==> config.mk <==
export PLATFORM = sky130hd
export DESIGN_NAME = mnd_core
export DESIGN_NICKNAME = d
export VERILOG_FILES = /design/src/shared/mnd_pkg.sv /design/src/verilog/mnd_core.sv /design/src/verilog/mnd_decode.sv
export VERILOG_INCLUDE_DIRS = /design/src /design/src/shared
export SDC_FILE = /design/constraint.sdc
export NUM_CORES = 1
export LEC_CHECK = 0
export BUFFER_PORTS_ARGS = -buffer_cell sky130_fd_sc_hd__buf_2
export CAP_MARGIN = 15
export CORE_UTILIZATION = 46
export CTS_CLUSTER_DIAMETER = 120
export DETAILED_ROUTE_END_ITERATION = 6
export PLACE_DENSITY = 0.87
export RECOVER_POWER = 50
export SYNTH_ARGS = -nofsm -noshare
export SYNTH_HDL_FRONTEND = slang
export SYNTH_SLANG_ARGS = --single-unit
export TNS_END_PERCENT = 5
==> constraint.sdc <==
create_clock -name i_sys_clk -period 1.2 [get_ports i_sys_clk]
set_clock_uncertainty 0.1 [all_clocks]
set_input_delay 0.06 -clock i_sys_clk [delete_from_list [all_inputs] [get_ports i_sys_clk]]
set_output_delay 0.06 -clock i_sys_clk [all_outputs]
set_load 0.005 [all_outputs]
==> src/shared/mnd_consts.svh <==
`ifndef MND_CONSTS_SVH
`define MND_CONSTS_SVH
`define MND_COPY_OP 6'h08
`define MND_COPY_MSB 13
`define MND_COPY_LSB 8
`define MND_STORE_OP 7'h01
`define MND_STORE_MSB 13
`define MND_STORE_LSB 7
`define MND_LIT_OP 4'hc
`define MND_LIT_MSB 13
`define MND_LIT_LSB 10
`define MND_DEST_BIT 7
`define MND_ADDR_MSB 6
`define MND_ADDR_LSB 0
`define MND_LIT_VAL_MSB 7
`define MND_LIT_VAL_LSB 0
`define MND_NOP_MASK 14'h3f9f
`define MND_NOP_VAL 14'h0000
`define MND_W_RESET 8'h00
`define MND_Z_RESET 1'h0
`endif

==> src/shared/mnd_pkg.sv <==
package mnd_pkg;
   typedef enum logic [2:0] {
      MND_OP_ILLEGAL = 3'h0,
      MND_OP_COPY = 3'h1,
      MND_OP_STORE = 3'h3,
      MND_OP_LIT = 3'h2,
      MND_OP_NOP = 3'h6
   } mnd_op_t;
endpackage

==> src/verilog/mnd_core.sv <==
`timescale 1ns/1ns
`include "mnd_consts.svh"
// Notes on behaviour
// [RULE1] Copy opcode 001000, bit 7 destination, 7-bit address.
// [RULE2] Destination 0 writes work, 1 writes file.
// [RULE3] Copy updates zero flag for either destination.
// [RULE4] Store work into file, flags unchanged.
// [RULE5] Literal load into work, bits 9:8 ignored.
// [RULE6] Source fills literal don't-care bits with zeros.
// [RULE7] No-operation changes nothing, only advances counter.
module mnd_core
   import mnd_pkg::*;
(
   // Clock and reset.
   input wire logic i_sys_clk,
   input wire logic i_resetn,
   // Instruction in.
   input wire logic i_instr_valid,
   input wire logic [13:0] i_instr,
   // File register read port, combinational.
   output logic [6:0] o_file_addr,
   input wire logic [7:0] i_file_rdata,
   // File register write strobe.
   output logic o_file_we,
   output logic [6:0] o_file_waddr,
   output logic [7:0] o_file_wdata,
   // Working register, zero flag, counter advance.
   output logic [7:0] o_work,
   output logic o_zero,
   output logic o_pc_inc,
   output logic o_illegal
);
   mnd_op_t op;
   logic [7:0] work;
   logic zero;
   logic go_copy, go_store, go_lit, go_nop;
   logic next_file_we;

   mnd_decode u_dec (
      .i_instr(i_instr),
      .o_op(op)
   );

   assign go_copy = i_instr_valid && op == MND_OP_COPY;
   assign go_store = i_instr_valid && op == MND_OP_STORE;
   assign go_lit = i_instr_valid && op == MND_OP_LIT;
   assign go_nop = i_instr_valid && op == MND_OP_NOP;
   // One write strobe serves both sources, since the two classes never coincide.
   assign next_file_we = go_store || (go_copy && i_instr[`MND_DEST_BIT]); // [RULE2]

   // The read address is taken straight from the word so the operand arrives this cycle.
   assign o_file_addr = i_instr[`MND_ADDR_MSB:`MND_ADDR_LSB]; // [RULE1]
   assign o_work = work;
   assign o_zero = zero;

   always_ff @(posedge i_sys_clk or negedge i_resetn) begin
      if (!i_resetn) begin
         work <= `MND_W_RESET;
      end else if (go_copy && !i_instr[`MND_DEST_BIT]) begin
         work <= i_file_rdata; // [RULE2]
      end else if (go_lit) begin
         work <= i_instr[`MND_LIT_VAL_MSB:`MND_LIT_VAL_LSB]; // [RULE5]
      end
   end

   always_ff @(posedge i_sys_clk or negedge i_resetn) begin
      if (!i_resetn) begin
         zero <= `MND_Z_RESET;
      end else if (go_copy) begin
         zero <= (i_file_rdata == 8'h00); // [RULE3]
      end
   end

   always_ff @(posedge i_sys_clk or negedge i_resetn) begin
      if (!i_resetn) begin
         o_file_we <= 1'b0;
      end else begin
         o_file_we <= next_file_we; // [RULE2]
      end
   end

   // Address and data load only with a write, so the write bus stays quiet otherwise.
   always_ff @(posedge i_sys_clk or negedge i_resetn) begin
      if (!i_resetn) begin
         o_file_waddr <= 7'h00;
      end else if (next_file_we) begin
         o_file_waddr <= i_instr[`MND_ADDR_MSB:`MND_ADDR_LSB]; // [RULE4]
      end
   end

   always_ff @(posedge i_sys_clk or negedge i_resetn) begin
      if (!i_resetn) begin
         o_file_wdata <= 8'h00;
      end else if (next_file_we) begin
         o_file_wdata <= go_store ? work : i_file_rdata; // [RULE4]
      end
   end

   always_ff @(posedge i_sys_clk or negedge i_resetn) begin
      if (!i_resetn) begin
         o_pc_inc <= 1'b0;
      end else begin
         o_pc_inc <= go_copy || go_store || go_lit || go_nop; // [RULE7]
      end
   end

   always_ff @(posedge i_sys_clk or negedge i_resetn) begin
      if (!i_resetn) begin
         o_illegal <= 1'b0;
      end else begin
         o_illegal <= i_instr_valid && op == MND_OP_ILLEGAL;
      end
   end

   // Assertions.
   copy_to_work_a: assert property (@(posedge i_sys_clk) disable iff (!i_resetn) // [RULE2]
      go_copy && !i_instr[7] |=> work == $past(i_file_rdata) && !o_file_we)
      else $error("copy to work failed");

   copy_to_file_a: assert property (@(posedge i_sys_clk) disable iff (!i_resetn) // [RULE2]
      go_copy && i_instr[7] |=> o_file_we && o_file_wdata == $past(i_file_rdata)
      && o_file_waddr == $past(i_instr[6:0]) && work == $past(work))
      else $error("copy to file failed");

   copy_zero_a: assert property (@(posedge i_sys_clk) disable iff (!i_resetn) // [RULE3]
      go_copy |=> zero == ($past(i_file_rdata) == 8'h00))
      else $error("zero flag wrong");

   store_write_a: assert property (@(posedge i_sys_clk) disable iff (!i_resetn) // [RULE4]
      go_store |=> o_file_we && o_file_wdata == $past(work) && $stable(zero))
      else $error("store failed");

   literal_load_a: assert property (@(posedge i_sys_clk) disable iff (!i_resetn) // [RULE5]
      go_lit |=> work == $past(i_instr[7:0]) && $stable(zero) && !o_file_we)
      else $error("literal load failed");

   copy_decode_a: assert property (@(posedge i_sys_clk) disable iff (!i_resetn) // [RULE1]
      i_instr_valid && i_instr[13:8] == 6'h08 |=> o_pc_inc && !o_illegal)
      else $error("copy not single cycle");

   nop_quiet_a: assert property (@(posedge i_sys_clk) disable iff (!i_resetn) // [RULE7]
      go_nop |=> o_pc_inc && !o_file_we && $stable(work) && $stable(zero))
      else $error("nop changed state");

   idle_quiet_a: assert property (@(posedge i_sys_clk) disable iff (!i_resetn) // [RULE7]
      !i_instr_valid |=> !o_file_we && !o_pc_inc && $stable(work))
      else $error("idle changed state");

   store_addr_a: assert property (@(posedge i_sys_clk) disable iff (!i_resetn) // [RULE4]
      go_store
      |=> o_file_waddr == $past(i_instr[6:0]) && $stable(work))
      else $error("store address wrong");

   store_decode_a: assert property (@(posedge i_sys_clk) disable iff (!i_resetn) // [RULE4]
      i_instr_valid && i_instr[13:7] == 7'h01
      |=> o_pc_inc && o_file_we && !o_illegal)
      else $error("store not single cycle");

   literal_decode_a: assert property (@(posedge i_sys_clk) disable iff (!i_resetn) // [RULE5]
      i_instr_valid && i_instr[13:10] == 4'hc
      |=> o_pc_inc && !o_illegal && o_work == $past(i_instr[7:0]))
      else $error("literal not single cycle");

   nop_decode_a: assert property (@(posedge i_sys_clk) disable iff (!i_resetn) // [RULE7]
      i_instr_valid && (i_instr & 14'h3f9f) == 14'h0000
      |=> o_pc_inc && !o_illegal && !o_file_we)
      else $error("no-operation not decoded");

   work_source_a: assert property (@(posedge i_sys_clk) disable iff (!i_resetn) // [RULE2]
      !$stable(work)
      |-> $past(go_lit || (go_copy && !i_instr[7])))
      else $error("work changed without cause");

   zero_source_a: assert property (@(posedge i_sys_clk) disable iff (!i_resetn) // [RULE3]
      !$stable(zero)
      |-> $past(go_copy))
      else $error("zero flag changed without copy");

   write_source_a: assert property (@(posedge i_sys_clk) disable iff (!i_resetn) // [RULE2]
      o_file_we
      |-> $past(go_store || (go_copy && i_instr[7])))
      else $error("write without cause");

   refused_quiet_a: assert property (@(posedge i_sys_clk) disable iff (!i_resetn)
      i_instr_valid && op == MND_OP_ILLEGAL
      |=> o_illegal && !o_pc_inc && !o_file_we && $stable(work) && $stable(zero))
      else $error("refused word changed state");

   idle_flags_a: assert property (@(posedge i_sys_clk) disable iff (!i_resetn) // [RULE7]
      !i_instr_valid
      |=> $stable(zero) && !o_illegal)
      else $error("idle changed flags");

   store_pulse_a: assert property (@(posedge i_sys_clk) disable iff (!i_resetn) // [RULE4]
      go_store
      |=> o_pc_inc && !o_illegal && o_file_wdata == $past(o_work))
      else $error("store pulse wrong");

   copy_file_zero_a: assert property (@(posedge i_sys_clk) disable iff (!i_resetn) // [RULE3]
      go_copy && i_instr[7] && i_file_rdata == 8'h00
      |=> o_zero && o_file_we)
      else $error("file copy of zero missed flag");

   advance_cause_a: assert property (@(posedge i_sys_clk) disable iff (!i_resetn) // [RULE7]
      o_pc_inc
      |-> $past(i_instr_valid) && !o_illegal)
      else $error("advance without instruction");

   refusal_cause_a: assert property (@(posedge i_sys_clk) disable iff (!i_resetn)
      o_illegal
      |-> $past(i_instr_valid) && !o_file_we)
      else $error("refusal without instruction");

   // Cover points.
   copy_cov_c: cover property (@(posedge i_sys_clk) go_copy && i_instr[7]);
   illegal_cov_c: cover property (@(posedge i_sys_clk) i_instr_valid && op == MND_OP_ILLEGAL);
   store_cov_c: cover property (@(posedge i_sys_clk) go_store);
   lit_cov_c: cover property (@(posedge i_sys_clk) go_lit ##1 go_copy);
   nop_cov_c: cover property (@(posedge i_sys_clk) go_nop);
endmodule

==> src/verilog/mnd_decode.sv <==
`timescale 1ns/1ns
`include "mnd_consts.svh"
module mnd_decode
   import mnd_pkg::*;
(
   // Instruction word.
   input wire logic [13:0] i_instr,
   // Decoded class.
   output mnd_op_t o_op
);
   always_comb begin
      if (i_instr[`MND_COPY_MSB:`MND_COPY_LSB] == `MND_COPY_OP) begin
         o_op = MND_OP_COPY; // [RULE1]
      end else if (i_instr[`MND_STORE_MSB:`MND_STORE_LSB] == `MND_STORE_OP) begin
         o_op = MND_OP_STORE; // [RULE4]
      end else if (i_instr[`MND_LIT_MSB:`MND_LIT_LSB] == `MND_LIT_OP) begin
         o_op = MND_OP_LIT; // [RULE5]
      end else if ((i_instr & `MND_NOP_MASK) == `MND_NOP_VAL) begin
         o_op = MND_OP_NOP; // [RULE7]
      end else begin
         o_op = MND_OP_ILLEGAL;
      end
   end
endmodule

==> results by group, run 1 <==
Outcome
  – Status: finished with violations
  – Failing checks: hold timing, setup timing

CTS
  – CTS tree: yes
  – Worst skew pair latency: 0.33 ns
  – CTS H-tree depth: 1
  – Cts bufs inserted: 3
  – Clock root buffer: clkbuf_4
  – Clock Path Buffers: 2
  – Worst-path clk slew: 0.14 ns
  – Clk sinks: 27

Place
  – Routability cong.: 0.841
  – HPWL after DPL: 2520 um
  – Port buffer count: 58
  – Placed Instances: 216

Global routing
  – Overflow after GRT: 0
  – GR Util All Layers: 27.1%
  – Initial antenna violation count: 0
  – Global-route wire length before repair: 6530 um
  – Largest net degree at the start of global routing: 28
  – Vias in the first global route: 1359

Synthesis
  – Post-synth top cells: 27 x dfrtp_1, 16 x mux2_2, 15 x nor3_1
  – Synth Area in Adders: 0%
  – Yosys warnings: 0
  – Main combinational cell family by area after synthesis: simple AND/OR/NAND/NOR gates
  – Dominant cell by count in the synthesized netlist: dfrtp_1
  – Seq/Total Area, Yosys: 50.2%
  – Syn_nets: 150
  – Mean Syn Cell Area: 10.8 sq um
  – Top FF cell, synth: dfrtp_1
  – Post-Synth XOR/XNOR Area: 0%
  – Simple-Gate Fraction of Synth Area: 16.8%
  – Synth area leader: dfrtp_1
  – EDFF count, synth: 0
  – Seq cells post-synth: 27
  – Synth unique cells: 29
  – Synth top area share: 50.2%
  – Synth Area in Compound Gates: about a tenth
  – Mux contribution to synthesized area: 13.4%
  – Post-synth ARST share: between 90% and 100%
  – Mapped Cells: 125
  – Top post-synthesis cells by area: dfrtp_1 50%, mux2_2 13%, nor3_1 5.6%
  – Netlist area before placement: 1350 sq um

Floorplan
  – Row Count: 19
  – CORE AREA: 2760 sq um
  – Die X: about 56 um
  – Starting density of the core: 48.8%
  – Die area: around 3100 sq um
  – Ports: 59
  – Die Y: 56.1 um

Final layout
  – Layout area overhead: 54.0%
  – Area occupied by multi-input gates: 676 sq um
  – Final std cells w/o fill: 237
  – Ant diodes: 0
  – Final Util: 75.1%
  – Fillers: 161
  – Area occupied by registers: 676 sq um
  – Layout cells sized above 1: 50.5%
  – Final net count: between 200 and 250

Critical path
  – CP endpoint: o_file_waddr[0]$_DFFE_PN0P_
  – FF-to-FF setup slack: 0.06 ns
  – Req. time, crit path: around 1.3 ns
  – R2R depth: 2
  – Worst R2R Start: o_work[7]$_DFFE_PN0P_
  – Data arrival time of the worst path: 1.42 ns
  – Critical path startpoint: i_instr[8]
  – Worst Path Max Fanout: 8
  – Type of the worst setup path: in -> reg
  – CP Capture Type: flop
  – Worst R2R End: o_file_wdata[7]$_DFFE_PN0P_
  – Startpoint types: input pin

Timing
  – Fin. Hold Viols: 1
  – Setup ws final: -0.0891 ns
  – Max Freq: 776 MHz
  – Min Tclk post-route: 1.29 ns
  – Final setup violation count: 17
  – RSZ-0062 raised after global routing: true
  – Smallest hold slack: -0.0261 ns
  – Slew HR: 56.5%
  – Final Max Slew Viols: 0
  – Setup TNS: -1.19 ns
  – Fin crit share: 107%
  – Worst slew pin tran: 0.652 ns

Route
  – Avg WL per Cell: ~18 um
  – Pre-antenna DRT Iters: 4
  – Total wire length: ~4300 um
  – Routed Antenna Nets: 0
  – # DRC: 0
  – Drt initial violations: approximately 70
  – Vias per cell: 5.89
  – Number of vias in the routed layout: 1395

Power
  – Peak supply drop: 1070 uV
  – Leakage: ~1 nW
  – Cell Pwr Density: 1060 nW/um^2

Min path
  – Hold Path Class: in -> reg

Flow run
  – Max Cap Violations: 0
-- layer usage --
| layer | part of all wire, % | wire (um) | vias up | track usage, % |
|---|---|---|---|---|
| li1 | - | - | 619 | - |
| met1 | 39 | 1670 | 649 | 35.1 |
| met2 | 50 | 2150 | 101 | 46.4 |
| met3 | 7.9 | 341 | 26 | 3.02 |
| met4 | 3.5 | 153 | 0 | 10.5 |
| met5 | 0 | 0 | - | 0 |
-- worst min path at each step --
stage,start,cells past startpoint,end
2_1_floorplan,i_resetn,0,o_file_waddr[0]$_DFFE_PN0P_
3_3_place_gp,i_resetn,1,o_file_we$_DFF_PN0_
3_5_place_dp,i_resetn,1,o_file_wdata[4]$_DFFE_PN0P_
4_1_cts,i_file_rdata[1],4,o_zero$_DFFE_PN0P_
5_1_grt,i_file_rdata[2],4,o_zero$_DFFE_PN0P_
6_report,i_file_rdata[2],4,o_zero$_DFFE_PN0P_
-- logic make-up (layout without fill, tap and decap cells) --
| family | count (synthesis) | after routing |
|---|---|---|
| AO/OA/AOI/OAI | 21 | 21 |
| buffers and inverters | 22 | 103 |
| flip-flops | 27 | 27 |
| multiplexers | 16 | 16 |
| AND/OR/NAND/NOR | 39 | 39 |
-- worst max-delay path, stage by stage --
cell	delay [ns]
buf_6	0.09
or4_4	0.55
nor3_4	0.13
buf_6	0.15
buf_12	0.14
mux2_4	0.30
-- timing repair --
action,CTS,global route
pin swaps,2,5
buffers inserted,1,0
resized for setup,18,14
hold buffers,14,1
gates cloned,1,0
endpoints found under the setup margin,20,22
hold endpoints to repair,40,1
-- sequential cells by signal, indices dropped and copies added (netlist names) --
name and cells:
o_work 8, o_zero 1, o_file_wdata 8, o_file_waddr 7, o_file_we 1, o_illegal 1, o_pc_inc 1
-- cells in the final DEF (no fill, tap or decap), types with 5 or more instances in the layout --
cell type and count:
buf_4 15, mux2_4 15, a311oi_2 6, nand2_1 10, clkbuf_1 5, o21ai_0 9
nor3_1 15, dlygate4sd3_1 14, dfrtp_1 27, inv_1 7, buf_2 50
-- power by group --
| group | total (mW) | internal, mW | switching [mW] |
|---|---|---|---|
| logic | 0.669 | 0.369 | 0.300 |
| clock network | 0.407 | 0.128 | 0.280 |
| registers | 1.12 | 1.05 | 0.0783 |
-- through the flow --
| stage | setup WS (ns) | area (sq um) | hold WS, ns | total power, mW |
|---|---|---|---|---|
| detailed placement | -0.518 | 1720 | -0.00250 | 1.64 |
| CTS | -0.131 | 1990 | -0.0755 | 2.13 |
| global placement | -0.472 | 1720 | -0.0234 | 1.61 |
| finish | -0.0891 | 2070 | -0.0261 | 2.20 |
| floorplan | -0.474 | 1350 | -0.336 | 1.35 |
| global route | -0.0881 | 2070 | -0.0531 | 2.32 |
-- cell type report --
| cell class | count | share of cell area (%) |
|---|---|---|
| Sequential cell | 27 | 32.6 |
| Timing Repair Buffer | 91 | 30.0 |
| Tap cell | 31 | 1.87 |
| Clock buffer | 3 | 1.09 |
| Clock inverter | 1 | 0.363 |
| Multi-Input combinational cell | 76 | 32.6 |
| Inverter | 8 | 1.45 |
No activity file was read; power rests on OpenSTA's default activity.
==> run 2: changes to the inputs <==
--- a/config.mk
+++ b/config.mk
@@ -8,10 +8,11 @@
 export LEC_CHECK = 0
 export BUFFER_PORTS_ARGS = -buffer_cell sky130_fd_sc_hd__buf_2
 export CAP_MARGIN = 15
-export CORE_UTILIZATION = 46
+export CORE_UTILIZATION = 48
+export CTS_BUF_LIST = sky130_fd_sc_hd__clkbuf_4
 export CTS_CLUSTER_DIAMETER = 120
 export DETAILED_ROUTE_END_ITERATION = 6
-export PLACE_DENSITY = 0.87
+export PLACE_DENSITY = 0.9
 export RECOVER_POWER = 50
 export SYNTH_ARGS = -nofsm -noshare
 export SYNTH_HDL_FRONTEND = slang
==> run 2 against run 1 <==
The run still ends with hold timing, setup timing left. Sequential share of layout area grew 2.1 points. Global-route usage shrank 1.0 points. Non-clock buffer count shrank 6. Largest cell class unchanged. Largest power group unchanged.
==> results by group, run 2 (synthesis gave the netlist of run 1 again) <==
Route
  – # DRC: 0 (unchanged)
  – Pre-antenna DRT Iters: 4 (unchanged)
  – Vias per cell: 5.77 (-2.0%)
  – Avg WL per Cell: 16.6 um (-8.7%)
  – Routed Antenna Nets: 0 (unchanged)
  – Total wire length: 3820 um (-11%)
  – Number of vias in the routed layout: 1327 (-4.9%)
  – Drt initial violations: 30 (-58%)

Floorplan
  – Row Count: 18 (-1)
  – Starting density of the core: 52.4% (+3.6 points)
  – CORE AREA: 2570 sq um (-6.9%)
  – Ports: 59 (unchanged)
  – Die area: 3020 sq um (-4.0%)
  – Die X: 54.9 um (-2.0%)
  – Die Y: 54.9 um (-2.0%)

Critical path
  – Req. time, crit path: 1.32 ns (about the same)
  – Worst R2R End: o_file_wdata[7]$_DFFE_PN0P_
  – FF-to-FF setup slack: 0.06 ns (about the same)
  – R2R depth: 2 (unchanged)
  – Worst Path Max Fanout: 2 (-6)
  – Startpoint types: input pin
  – Data arrival time of the worst path: 1.42 ns (about the same)
  – CP Capture Type: flop
  – Type of the worst setup path: in -> reg
  – Worst R2R Start: o_work[7]$_DFFE_PN0P_

Timing
  – Worst slew pin tran: 0.639 ns (-0.0125 ns)
  – Final Max Slew Viols: 0 (unchanged)
  – Min Tclk post-route: 1.31 ns (+0.0165 ns)
  – Setup ws final: -0.106 ns (-0.0165 ns)
  – Final setup violation count: 18 (+1)
  – Smallest hold slack: -0.0528 ns (-0.0268 ns)
  – Slew HR: 57.4% (+0.83 points)
  – Fin. Hold Viols: 1 (unchanged)
  – Fin crit share: 109% (+1.4 points)
  – RSZ-0062 raised after global routing: true
  – Max Freq: 766 MHz (-1.3%)

Place
  – Placed Instances: 215 (-0.46%)
  – HPWL after DPL: 2520 um (about the same)
  – Placed cell area: 1710 sq um (about the same)
  – Routability cong.: 0.869 (+3.4%)
  – Port buffer count: 58 (unchanged)
  – Place WS: -0.547 ns (-0.0293 ns)

Global routing
  – Largest net degree at the start of global routing: 28 (unchanged)
  – Initial antenna violation count: 0 (unchanged)
  – Global-route wire length before repair: 5530 um (-15%)
  – GR Util All Layers: 26.0% (-1.0 points)
  – Vias in the first global route: 1230 (-9.5%)
  – Overflow after GRT: 0 (unchanged)

Final layout
  – Final std cells w/o fill: 230 (-3.0%)
  – Ant diodes: 0 (unchanged)
  – Final net count: 226 (-2.6%)
  – Design Area, Final: 1950 sq um (-5.9%)
  – Layout area overhead: 44.8%
  – Most frequent cells in the layout: 49 x buf_2, 27 x dfrtp_1, 15 x mux2_4, 15 x nor3_1, 15 x buf_4
  – Fillers: 175 (+8.7%)
  – Area occupied by registers: 676 sq um (unchanged)
  – Area occupied by multi-input gates: 644 sq um (-4.6%)
  – Layout cells sized above 1: 49.5% (-0.99 points)
  – Commonest non-fill, non-tap cell in the layout: buf_2

Min path
  – Hold Path Class: in -> reg
  – Min-Delay Path Depth: 4 (unchanged)
  – WHS Endpoint: o_zero$_DFFE_PN0P_
  – Hold path start: i_file_rdata[1]

Power
  – Combinational power share: 28.6% (-1.8 points)
  – Peak supply drop: 979 uV (-8.3%)
  – Pwr Total: 2.14 mW (-2.7%)
  – Clock share of power: 18.7% (+0.2 points)
  – P_int: 1.52 mW (-1.6%)
  – Part of the power in registers: 52.7% (+1.6 points)
  – Leakage: 0.960 nW (-5.7%)
  – Net Sw Power: 0.622 mW (-5.5%)
  – Sw frac: 29.1% (-0.84 points)
  – Cell Pwr Density: 1100 nW/um^2 (+3.4%)

CTS
  – CTS H-tree depth: 1 (unchanged)
  – Cts bufs inserted: 3 (unchanged)
  – Clock Path Buffers: 2 (unchanged)
  – Worst skew pair latency: 0.33 ns (about the same)
  – CTS tree: yes
  – Clock root buffer: clkbuf_4
  – Worst-path clk slew: 0.14 ns (about the same)
  – Cts hold-fix bufs: 10 (-4)
  – Clk sinks: 27 (unchanged)

Outcome
  – Failing checks: hold timing, setup timing
  – Status: finished with violations

Flow run
  – Max Cap Violations: 0 (unchanged)
## run 2: cell types whose count changed in the layout (fill, tap and decap cells not counted), sizes merged
cell          delta
dlygate4sd3      -4
clkbuf           +1
dlymetal6s4s     -1
buf              -2
## run 2: worst max-delay path by stage
stage	from	slack [ns]	endpoint
after floorplan	i_instr[13]	-0.47	o_file_waddr[0]$_DFFE_PN0P_
after global placement	i_instr[13]	-0.47	o_file_wdata[5]$_DFFE_PN0P_
after detailed placement	i_instr[13]	-0.55	o_file_waddr[4]$_DFFE_PN0P_
after CTS	i_instr[9]	-0.17	o_file_waddr[1]$_DFFE_PN0P_
after global routing	i_file_rdata[6]	-0.15	o_zero$_DFFE_PN0P_
final	i_file_rdata[6]	-0.11	o_zero$_DFFE_PN0P_
## run 2: power by group through the flow
stage                     clock network [mW]  logic, mW  registers (mW)
after floorplan                            0      0.206            1.14
after global placement                     0      0.484            1.13
after detailed placement                   0      0.507            1.13
after CTS                              0.402      0.595            1.12
after global routing                   0.438      0.673            1.14
final                                  0.401      0.611            1.13
## run 2: repair_timing
item | 4_1_cts | 5_1_grt
endpoints found under the hold margin | 37 | 1
buffers inserted | 2 | 0
setup endpoints to repair | 22 | 21
resized for setup | 22 | 6
gates cloned | 1 | 0
pin swaps | 2 | 3
## run 2: layer usage
metal | track usage, % | vias to the layer above | routed length (um)
li1 | - | 599 | -
met1 | 33.7 | 633 | 1590
met2 | 43.0 | 82 | 1810
met3 | 4.10 | 13 | 307
met4 | 11.3 | 0 | 106
met5 | 0 | - | 0
## run 2: cell type report
| cell class | instances | area share [%] |
|---|---|---|
| Sequential cell | 27 | 34.7 |
| Timing Repair Buffer | 85 | 27.2 |
| Clock inverter | 1 | 0.385 |
| Inverter | 8 | 1.54 |
| Tap cell | 30 | 1.93 |
| Clock buffer | 3 | 1.16 |
| Multi-Input combinational cell | 76 | 33.1 |
## run 2: metrics by stage
stage | utilization, % | setup TNS, ns
3_3_place_gp | 66.8 | -10.42
3_5_place_dp | 66.8 | -12.10
2_1_floorplan | - | -8.96
4_1_cts | 76.8 | -2.51
6_report | 75.9 | -1.25
5_1_grt | 75.9 | -1.82
## run 2: critical path: stages
cell	delay, ns
buf_2	0.10
dlygate4sd3_1	0.59
nor4_2	0.30
nand2_1	0.09
o41ai_1	0.28
